**src/include/csw_map.svh**
```systemverilog
// Purpose: Offsets, fields, reset codes and timing of the clock switch block
// Assumes: 32-bit APB data, one register per aligned word
// Notes: Definitions only
`ifndef CSW_MAP_SVH
`define CSW_MAP_SVH

// Register byte addresses
`define CSW_ADDR_W 12
`define CSW_REQ_OFS 12'h000
`define CSW_STAT_OFS 12'h004

// Field positions inside both registers
`define CSW_SRC_LSB 4
`define CSW_SRC_MSB 6
`define CSW_DIV_LSB 0
`define CSW_DIV_MSB 3

// Source and divider codes
`define CSW_SRC_HF_1M 3'h6
`define CSW_SRC_HF_32M 3'h0
`define CSW_DIV_RST_HF_1M 4'h2
`define CSW_DIV_RST_OTHER 4'h0
`define CSW_DIV_MAX 4'h9

// One bit per source code; a set bit marks that code as reserved
`define CSW_RSVD_MASK 8'h28

// Oscillator settle time and the cycle count derived from it
`define CSW_CLK_MHZ 10
`define CSW_SETTLE_NS 2000
`define CSW_SETTLE_CYC ((`CSW_SETTLE_NS * `CSW_CLK_MHZ + 999) / 1000)

// Synchroniser width and stages before fuses are trusted
`define CSW_SYNC_W 5
`define CSW_SYNC_STAGES 2

`endif

```
**src/include/csw_pkg.sv**
```systemverilog
// Purpose: Types shared by the clock switch block
// Assumes: Constants come from csw_map.svh
// Notes: Each module keeps all state in one packed struct
package csw_pkg;

  // Sequencer states
  typedef enum logic [1:0] {
    CSW_ST_LOAD,
    CSW_ST_SETTLE,
    CSW_ST_IDLE,
    CSW_ST_SWITCH
  } csw_state_e;

  // Main block state
  typedef struct packed {
    csw_state_e st;
    logic [7:0] cnt;
    logic [2:0] req_src;
    logic [3:0] req_div;
    logic [2:0] cur_src;
    logic [3:0] cur_div;
    logic [2:0] tgt_src;
    logic [3:0] tgt_div;
    logic swen;
    logic hf32;
    logic busy;
    logic run;
    logic pready;
    logic pslverr;
    logic [31:0] prdata;
  } csw_top_s;

  // Synchroniser state
  typedef struct packed {
    logic [4:0] stage1;
    logic [4:0] stage2;
  } csw_sync_s;

  // Postscaler state
  typedef struct packed {
    logic [8:0] cnt;
    logic tick;
  } csw_ps_s;

endpackage : csw_pkg

```
**src/csw_clock_switch.sv**
```systemverilog
// Purpose: Clock switch request and status registers with switch sequencer
// Assumes: APB slave on pclk; fuses and oscillator ready are async levels
// Notes: Zero-wait APB; request applies after the oscillator settles
//
// Behaviour
// [RULE_01] Request holds source field in bits 6:4
// [RULE_02] Request fields load from reset fuse code
// [RULE_03] Request holds divider field in bits 3:0
// [RULE_04] Reserved source write discards whole write
// [RULE_05] Switch disable fuse makes request read-only
// [RULE_06] Divider resets 0010 for 110, else 0000
// [RULE_07] Bit 7 reads zero, ignores writes
// [RULE_08] Status bits 6:4 show current source
// [RULE_09] Status bits 3:0 show current divider
// [RULE_10] Status resets equal to request fields
// [RULE_11] Status valid when user code starts
// [RULE_12] Writing source switches the system clock
// [RULE_13] Code 110 is 1 MHz, 000 32 MHz; hf_freq_32m is set from the reset fuse code only, not by later switches
// [RULE_14] Divider spans 1:1 up to 1:512
// [RULE_15] Status follows request after switch completes
//
// The implementer's own choices: the address map and register access over APB.
`timescale 1ns/1ps
`include "csw_map.svh"

module csw_clock_switch (
  input wire logic pclk, // System clock, 10 MHz
  input wire logic presetn, // Async reset, active low
  input wire logic [`CSW_ADDR_W-1:0] paddr, // APB byte address
  input wire logic psel, // APB select
  input wire logic penable, // APB access phase
  input wire logic pwrite, // APB write direction
  input wire logic [31:0] pwdata, // APB write data
  input wire logic [3:0] pstrb, // APB byte strobes
  output logic [31:0] prdata, // APB read data
  output logic pready, // APB ready
  output logic pslverr, // APB error on unmapped address
  input wire logic [2:0] reset_source_config, // Reset source fuse code
  input wire logic switch_enable_config, // Switch enable fuse
  input wire logic osc_ready, // Selected oscillator stable
  output logic [2:0] clk_src_sel, // Source driven to clock mux
  output logic [3:0] clk_div_sel, // Divider driven to postscaler
  output logic hf_freq_32m, // Reset fuse code selected the 32 MHz high-freq oscillator
  output logic switch_busy, // Switch in progress
  output logic code_run_enable, // Settled, user code may run
  output logic div_tick // Postscaler pulse for divider driven on clk_div_sel
);

  localparam logic [7:0] SettleCyc = 8'(`CSW_SETTLE_CYC);
  localparam logic [7:0] SyncCyc = 8'(`CSW_SYNC_STAGES);
  localparam logic [7:0] RsvdMask = `CSW_RSVD_MASK;

  csw_pkg::csw_top_s s_reg;
  csw_pkg::csw_top_s s_next;

  logic [`CSW_SYNC_W-1:0] sync_in;
  logic [`CSW_SYNC_W-1:0] sync_q;
  logic [2:0] cfg_src_s;
  logic cfg_swen_s;
  logic osc_ready_s;
  logic setup_ph;
  logic acc_wr;
  logic [2:0] wr_src;
  logic [3:0] wr_div;
  logic wr_rsvd;
  logic settle_done;
  logic [7:0] req_byte;
  logic [7:0] stat_byte;

  // Fuse and oscillator-ready pins pass two flip-flops before any logic sees them
  assign sync_in = {osc_ready, switch_enable_config, reset_source_config};

  csw_sync u_sync (
    .pclk(pclk),
    .presetn(presetn),
    .async_in(sync_in),
    .sync_out(sync_q)
  );

  // Split the synchronised levels
  assign cfg_src_s = sync_q[2:0];
  assign cfg_swen_s = sync_q[3];
  assign osc_ready_s = sync_q[4];

  // Postscaler follows the divider actually in use
  csw_postscaler u_postscaler (
    .pclk(pclk),
    .presetn(presetn),
    .div_sel(s_reg.tgt_div),
    .tick(div_tick)
  );

  // Register images as software reads them
  always_comb begin
    req_byte = 8'h00; // RULE_07
    req_byte[`CSW_SRC_MSB:`CSW_SRC_LSB] = s_reg.req_src; // RULE_01
    req_byte[`CSW_DIV_MSB:`CSW_DIV_LSB] = s_reg.req_div; // RULE_03
    stat_byte = 8'h00; // RULE_07
    stat_byte[`CSW_SRC_MSB:`CSW_SRC_LSB] = s_reg.cur_src; // RULE_08
    stat_byte[`CSW_DIV_MSB:`CSW_DIV_LSB] = s_reg.cur_div; // RULE_09
  end

  // Bus phase decode and write field extraction
  always_comb begin
    setup_ph = psel && !penable;
    acc_wr = psel && penable && s_reg.pready && pwrite &&
             !s_reg.pslverr && (paddr == `CSW_REQ_OFS) && pstrb[0];
    wr_src = pwdata[`CSW_SRC_MSB:`CSW_SRC_LSB];
    wr_div = pwdata[`CSW_DIV_MSB:`CSW_DIV_LSB];
    wr_rsvd = RsvdMask[wr_src]; // RULE_04
    settle_done = (s_reg.cnt >= SettleCyc - 8'h01) && osc_ready_s;
  end

  // Next-state logic: bus slave, request register and sequencer
  always_comb begin
    s_next = s_reg;

    // Answer in the access phase straight after each setup cycle
    s_next.pready = setup_ph;
    s_next.pslverr = 1'b0;
    if (setup_ph) begin
      if (paddr == `CSW_REQ_OFS) begin
        s_next.prdata = {24'h000000, req_byte};
      end else if (paddr == `CSW_STAT_OFS) begin
        s_next.prdata = {24'h000000, stat_byte};
      end else begin
        s_next.prdata = 32'h00000000;
        s_next.pslverr = 1'b1;
      end
    end

    // Status register ignores writes; request takes only legal ones
    if (acc_wr && s_reg.swen && !wr_rsvd && // RULE_05 RULE_04
        (s_reg.st != csw_pkg::CSW_ST_LOAD)) begin
      s_next.req_src = wr_src; // RULE_01 RULE_12
      s_next.req_div = wr_div; // RULE_03
    end

    case (s_reg.st)
      // Wait until fuse levels have crossed both sync stages
      csw_pkg::CSW_ST_LOAD: begin
        if (s_reg.cnt >= SyncCyc) begin
          s_next.req_src = cfg_src_s; // RULE_02
          if (cfg_src_s == `CSW_SRC_HF_1M) begin
            s_next.req_div = `CSW_DIV_RST_HF_1M; // RULE_06
          end else begin
            s_next.req_div = `CSW_DIV_RST_OTHER; // RULE_06
          end
          if (cfg_src_s == `CSW_SRC_HF_1M) begin
            s_next.tgt_div = `CSW_DIV_RST_HF_1M; // RULE_10
          end else begin
            s_next.tgt_div = `CSW_DIV_RST_OTHER; // RULE_10
          end
          s_next.tgt_src = cfg_src_s; // RULE_10
          s_next.swen = cfg_swen_s; // RULE_05
          s_next.hf32 = (cfg_src_s == `CSW_SRC_HF_32M); // RULE_13
          s_next.busy = 1'b1;
          s_next.cnt = 8'h00;
          s_next.st = csw_pkg::CSW_ST_SETTLE;
        end else begin
          s_next.cnt = s_reg.cnt + 8'h01;
        end
      end

      // Initial oscillator settles before user code starts
      csw_pkg::CSW_ST_SETTLE: begin
        if (settle_done) begin
          s_next.cur_src = s_reg.tgt_src; // RULE_11 RULE_10
          s_next.cur_div = s_reg.tgt_div; // RULE_11 RULE_10
          s_next.run = 1'b1; // RULE_11
          s_next.busy = 1'b0;
          s_next.st = csw_pkg::CSW_ST_IDLE;
        end else if (s_reg.cnt < SettleCyc) begin
          s_next.cnt = s_reg.cnt + 8'h01;
        end
      end

      // Start a switch whenever the request differs from status
      csw_pkg::CSW_ST_IDLE: begin
        if ((s_reg.req_src != s_reg.cur_src) ||
            (s_reg.req_div != s_reg.cur_div)) begin
          s_next.tgt_src = s_reg.req_src; // RULE_12
          s_next.tgt_div = s_reg.req_div; // RULE_12
          s_next.busy = 1'b1;
          s_next.cnt = 8'h00;
          s_next.st = csw_pkg::CSW_ST_SWITCH;
        end
      end

      // New source settles, then status takes the accepted request
      csw_pkg::CSW_ST_SWITCH: begin
        if (settle_done) begin
          s_next.cur_src = s_reg.tgt_src; // RULE_15
          s_next.cur_div = s_reg.tgt_div; // RULE_15
          s_next.busy = 1'b0;
          s_next.st = csw_pkg::CSW_ST_IDLE;
        end else if (s_reg.cnt < SettleCyc) begin
          s_next.cnt = s_reg.cnt + 8'h01;
        end
      end

      default: begin
        s_next.st = csw_pkg::CSW_ST_LOAD;
      end
    endcase
  end

  // State register; reset takes constants only
  always_ff @(posedge pclk or negedge presetn) begin
    if (!presetn) begin
      s_reg <= '0;
    end else begin
      s_reg <= s_next;
    end
  end

  // Outputs straight from the state register
  assign prdata = s_reg.prdata;
  assign pready = s_reg.pready;
  assign pslverr = s_reg.pslverr;
  assign clk_src_sel = s_reg.tgt_src; // RULE_12
  assign clk_div_sel = s_reg.tgt_div;
  assign hf_freq_32m = s_reg.hf32; // RULE_13
  assign switch_busy = s_reg.busy;
  assign code_run_enable = s_reg.run;

endmodule : csw_clock_switch

```
**src/csw_sync.sv**
```systemverilog
// Purpose: Two-flop synchroniser for fuse and oscillator inputs
// Assumes: Inputs are quasi-static or slow levels
// Notes: Only the second stage is visible outside
`timescale 1ns/1ps
`include "csw_map.svh"

module csw_sync (
  input wire logic pclk, // System clock
  input wire logic presetn, // Async reset, active low
  input wire logic [`CSW_SYNC_W-1:0] async_in, // Unsynchronised levels
  output logic [`CSW_SYNC_W-1:0] sync_out // Synchronised levels
);

  csw_pkg::csw_sync_s s_reg;
  csw_pkg::csw_sync_s s_next;

  // Shift through two stages
  always_comb begin
    s_next = s_reg;
    s_next.stage1 = async_in;
    s_next.stage2 = s_reg.stage1;
  end

  // State register
  always_ff @(posedge pclk or negedge presetn) begin
    if (!presetn) begin
      s_reg <= '0;
    end else begin
      s_reg <= s_next;
    end
  end

  assign sync_out = s_reg.stage2;

endmodule : csw_sync

```
**src/csw_postscaler.sv**
```systemverilog
// Purpose: Postscaler tick generator for the divider in use
// Assumes: Divider code n selects division by two to the n
// Notes: Codes above the largest ratio are clamped to it
`timescale 1ns/1ps
`include "csw_map.svh"

module csw_postscaler (
  input wire logic pclk, // System clock
  input wire logic presetn, // Async reset, active low
  input wire logic [3:0] div_sel, // Divider code in effect
  output logic tick // One pulse per divided period
);

  csw_pkg::csw_ps_s s_reg;
  csw_pkg::csw_ps_s s_next;
  logic [3:0] div_eff;
  logic [8:0] limit;

  // Ratio 1:1 up to 1:512
  always_comb begin
    div_eff = (div_sel > `CSW_DIV_MAX) ? `CSW_DIV_MAX : div_sel; // RULE_14
    limit = 9'((10'h001 << div_eff) - 10'h001); // RULE_14
    s_next = s_reg;
    if (s_reg.cnt >= limit) begin
      s_next.cnt = 9'h000;
      s_next.tick = 1'b1;
    end else begin
      s_next.cnt = s_reg.cnt + 9'h001;
      s_next.tick = 1'b0;
    end
  end

  // State register
  always_ff @(posedge pclk or negedge presetn) begin
    if (!presetn) begin
      s_reg <= '0;
    end else begin
      s_reg <= s_next;
    end
  end

  assign tick = s_reg.tick;

endmodule : csw_postscaler

```
**config.mk**
```make
export PLATFORM = sky130hd
export DESIGN_NAME = csw_clock_switch
export DESIGN_NICKNAME = d
export VERILOG_FILES = /design/src/include/csw_pkg.sv /design/src/csw_clock_switch.sv /design/src/csw_sync.sv /design/src/csw_postscaler.sv
export VERILOG_INCLUDE_DIRS = /design/src /design/src/include
export SDC_FILE = /design/constraint.sdc
export NUM_CORES = 1
export LEC_CHECK = 0
export ABC_CLOCK_PERIOD_IN_PS = 2700
export BUFFER_PORTS_ARGS = -buffer_cell sky130_fd_sc_hd__buf_2
export CORE_ASPECT_RATIO = 0.9
export CORE_MARGIN = 3
export CORE_UTILIZATION = 46
export DETAILED_ROUTE_END_ITERATION = 16
export PLACE_DENSITY_LB_ADDON = 0.05
export SLEW_MARGIN = 20
export SYNTH_ARGS = -nofsm -noshare
export SYNTH_HDL_FRONTEND = slang
export SYNTH_HIERARCHICAL = 1
export SYNTH_SLANG_ARGS = --single-unit
```
**constraint.sdc**
```tcl
create_clock -name pclk -period 2.7 [get_ports pclk]
set_input_delay 0.27 -clock pclk [delete_from_list [all_inputs] [get_ports pclk]]
set_output_delay 0.27 -clock pclk [all_outputs]
set_load 0.01 [all_outputs]
```
==> metrics <==
status completed; max reg flops 18; clk buf depth 2; peak supply drop ~580 uV; Finished Layout Cells 471; wire per inst approximately 14 um; Post-CTS Setup Bufs 0; GRT overflow 0; 1st-iter DRT viols 55; die area 0.00866 mm^2; final core occ 55.0%; P per Cell Area slightly below 900 mW/mm^2; ANT cells 0; CTS tree built; CTS sink count 64; initial cell density of the core between 40% and 50%; most used cell, CP ha_1; Setup CP Type flip-flop to flip-flop; GPL Wtd Cong about 0.84; Placed Instance Area ~0.0037 mm^2; H-tree levels 3; Worst R2R Path Depth 11; leakage power 1.94 nW; I/O Buffers between 40 and 50; RSZ-0062 raised after global routing false; combinational group share of total power around a third; Setup-failing EPs final 0; dpl cells about 450; vias per cell about 5; fin nets 444; crit path DAT about 2.8 ns; min-delay worst type input pin to flip-flop; Crit path max-delay family compound AO/OA/AOI/OAI gates; Routed WL roughly 6700 um; endpoints failing hold 0; Layout fillers about 650; Design Area, Final about 0.0040 mm^2; CTS buffer count 9; Cell Int Power ~2.3 mW; nature of the critical path endpoint flip-flop; Yosys reg bits 64; clock share of power between 20% and 30%; layout cell share with drive strength beyond 1 25.7%; period utilisation layout 93.1%; area leader, netlist dfrtp_1; Slowest-stage cell, CP dfrtp_1; Post-Syn Area between 0.003 and 0.004 mm^2; first-pass GRT wire length 11100 um; vias in the first global route 2289; total design power 3.51 mW; Max Freq around 400 MHz; clock skew about 0.009 ns; Hold Crit Start reset_source_config[0]; Synth async-reset ratio 100%; top_reg_cell synth dfrtp_1; Die X between 90 and 100 um; Netlist cell types between 40 and 50; Worst Path Max Fanout 10; # Max-Cap Violations 0; CORE AREA 0.00718 mm^2; Post-Syn Area per Cell between 10 and 15 um^2; Tot GR Track Use roughly 17%; r2r startpoint clk_div_sel[2]$_DFFE_PN0P_; Clock Pin Slew Worst Setup and Hold Paths approximately 0.08 ns; top cells by area, synth dfrtp_1 46%, buf_4 8.4%, ha_1 4.7%, mux2i_1 4.3%, mux2_2 3.6%; Syn Inst Count approximately 330; chip height 88.6 um; Synth top area share between 40% and 50%; Worst EP required a little under 3 ns; synth-to-layout area growth 13.4%; yosys warns 6; sw frac roughly 34%; clock latency on the worst-skew pair approximately 0.34 ns; Critical Path Stages 11; hold slack approximately 0.032 ns; hpwl dp 5110 um; IO Count 103; CP Launch Point clk_div_sel[2]$_DFFE_PN0P_; root buffer cell clkbuf_8; CP Cell Sequence nor2_2 > nand3b_1 > ha_1 > mux2_2 > a32oi_1 > ha_1 > a21oi_1 > a31o_2 > o311ai_4 > buf_12 > nor2_1; Antenna Nets Post-Route 0; proportion of synthesized chip area in sequential cells between 40% and 50%; Worst Setup Start Kind flip-flop; Sequential Power Share a little under two fifths; CP bufs+invs 1; DR pass1 iterations 4; Post-synth EDFFs 0; NetSw approximately 1.2 mW; Min-Delay Path Depth 1; worst-margin pin slew 0.574 ns; num rows 29; DRC Markers 0; via count between 2000 and 2500; largest net degree at the start of global routing 27; min cycle time layout around 2.5 ns; relative slew slack between 60 and 70%; CP max stage delay 0.39 ns; initial antenna violation count 0; Post-Place Worst Slack ~0.14 ns; Slew Viols, Final 0; setup slack after layout about 0.19 ns; Setup TNS Final 0 ns
power by group through the flow:
stage	Sequential (mW)	Combinational [mW]	Clock, mW
5_1_grt	1.38	1.28	1.10
3_5_place_dp	1.37	1.15	0
3_3_place_gp	1.36	1.12	0
2_1_floorplan	1.30	0.856	0
6_report	1.35	1.14	1.02
4_1_cts	1.35	1.15	1.05
synthesized netlist by cell type, drive strengths merged (2+ instances only):
cell type / number
and3: 5
mux2: 11
nand2b: 2
nor2b: 2
a21o: 2
a41oi: 3
a31oi: 5
xor2: 3
o21ai: 15
mux2i: 15
a22oi: 2
nand2: 24
and4: 2
nand4: 4
inv: 9
clkbuf: 4
nor4: 2
buf: 44
nor3: 5
xnor2: 13
dfrtp: 64
nand4b: 2
ha: 13
a22o: 4
a21oi: 7
nor2: 28
o31ai: 9
nand3b: 3
nand3: 10
o21bai: 2
layout by cell type (no fill, tap or decap), types with 2 or more instances in the layout:
master and count:
a22o_1 4, bufinv_16 3, o21ai_1 7, nor4_4 2
dfrtp_1 64, a41oi_1 3, mux2_2 11, and4_1 2
buf_2 49, nor3_1 4, nor2_2 2, a22oi_1 2
ha_1 13, nand2_1 24, nand4b_1 2, xor2_1 3
nand3_1 9, buf_4 9, nor2_1 26, conb_1 25
a21oi_1 7, inv_1 9, o21bai_1 2, nand4_1 3
nand3b_1 3, o31ai_1 9, a21o_1 2, mux2i_1 15
a31oi_1 5, and3_1 5, xnor2_1 13, clkbuf_8 10
nand2b_1 2, o21ai_0 8
logic make-up after synthesis:
kind of cell	count (synthesis)	share of synthesized area (%)
AO/OA/AOI/OAI	58	12.3
other	1	0.108
XOR/XNOR	16	4.02
flip-flops	64	46.0
adder cells (fa/ha/maj)	13	4.67
multiplexers	26	7.86
AND/OR/NAND/NOR	91	14.4
buffers and inverters	57	10.7
worst register-to-register path: stages (launching register included):
cell and delay, ns:
dfrtp_1 0.39, nor2_2 0.18, nand3b_1 0.11, ha_1 0.26
mux2_2 0.28, a32oi_1 0.21, ha_1 0.29, a21oi_1 0.14
a31o_2 0.20, o311ai_4 0.11, buf_12 0.16, nor2_1 0.11
final timing paths:
check	end	slack (ns)
worst max register to register	u_postscaler/s_reg[9]$_DFF_PN0_	0.19
worst min-delay path	u_sync/s_next[0]$_DFF_PN0_	0.03
worst max-delay path	u_postscaler/s_reg[9]$_DFF_PN0_	0.19
min in group asynchronous	pslverr$_DFF_PN0_	0.42
worst min register to register	u_sync/sync_out[0]$_DFF_PN0_	0.35
max in group asynchronous	s_reg[59]$_DFFE_PN0P_	1.56
per-layer routing:
metal / global-route usage (%) / wire, um
met1: 22.1 / 3200
met2: 26.1 / 3050
met3: 4.65 / 326
met4: 6.42 / 104
met5: 0 / 0
repair_timing:
| item | in CTS | in global routing |
|---|---|---|
| resized for setup | 0 | 2 |
| hold buffers | 1 | 0 |
| endpoints found under the hold margin | 20 | 0 |
| setup endpoints to repair | 0 | 9 |
cell type report:
type                            instances  area, um^2  share of cell area, %
Multi-Input combinational cell        229        1610                   40.6
Sequential cell                        64        1600                   40.5
Timing Repair Buffer                   60         343                   8.67
Clock buffer                           10         138                   3.48
Tap cell                               93         116                   2.94
Clock inverter                          6         115                   2.91
Inverter                                9        33.8                  0.855
(Power assumes the default switching activity.)
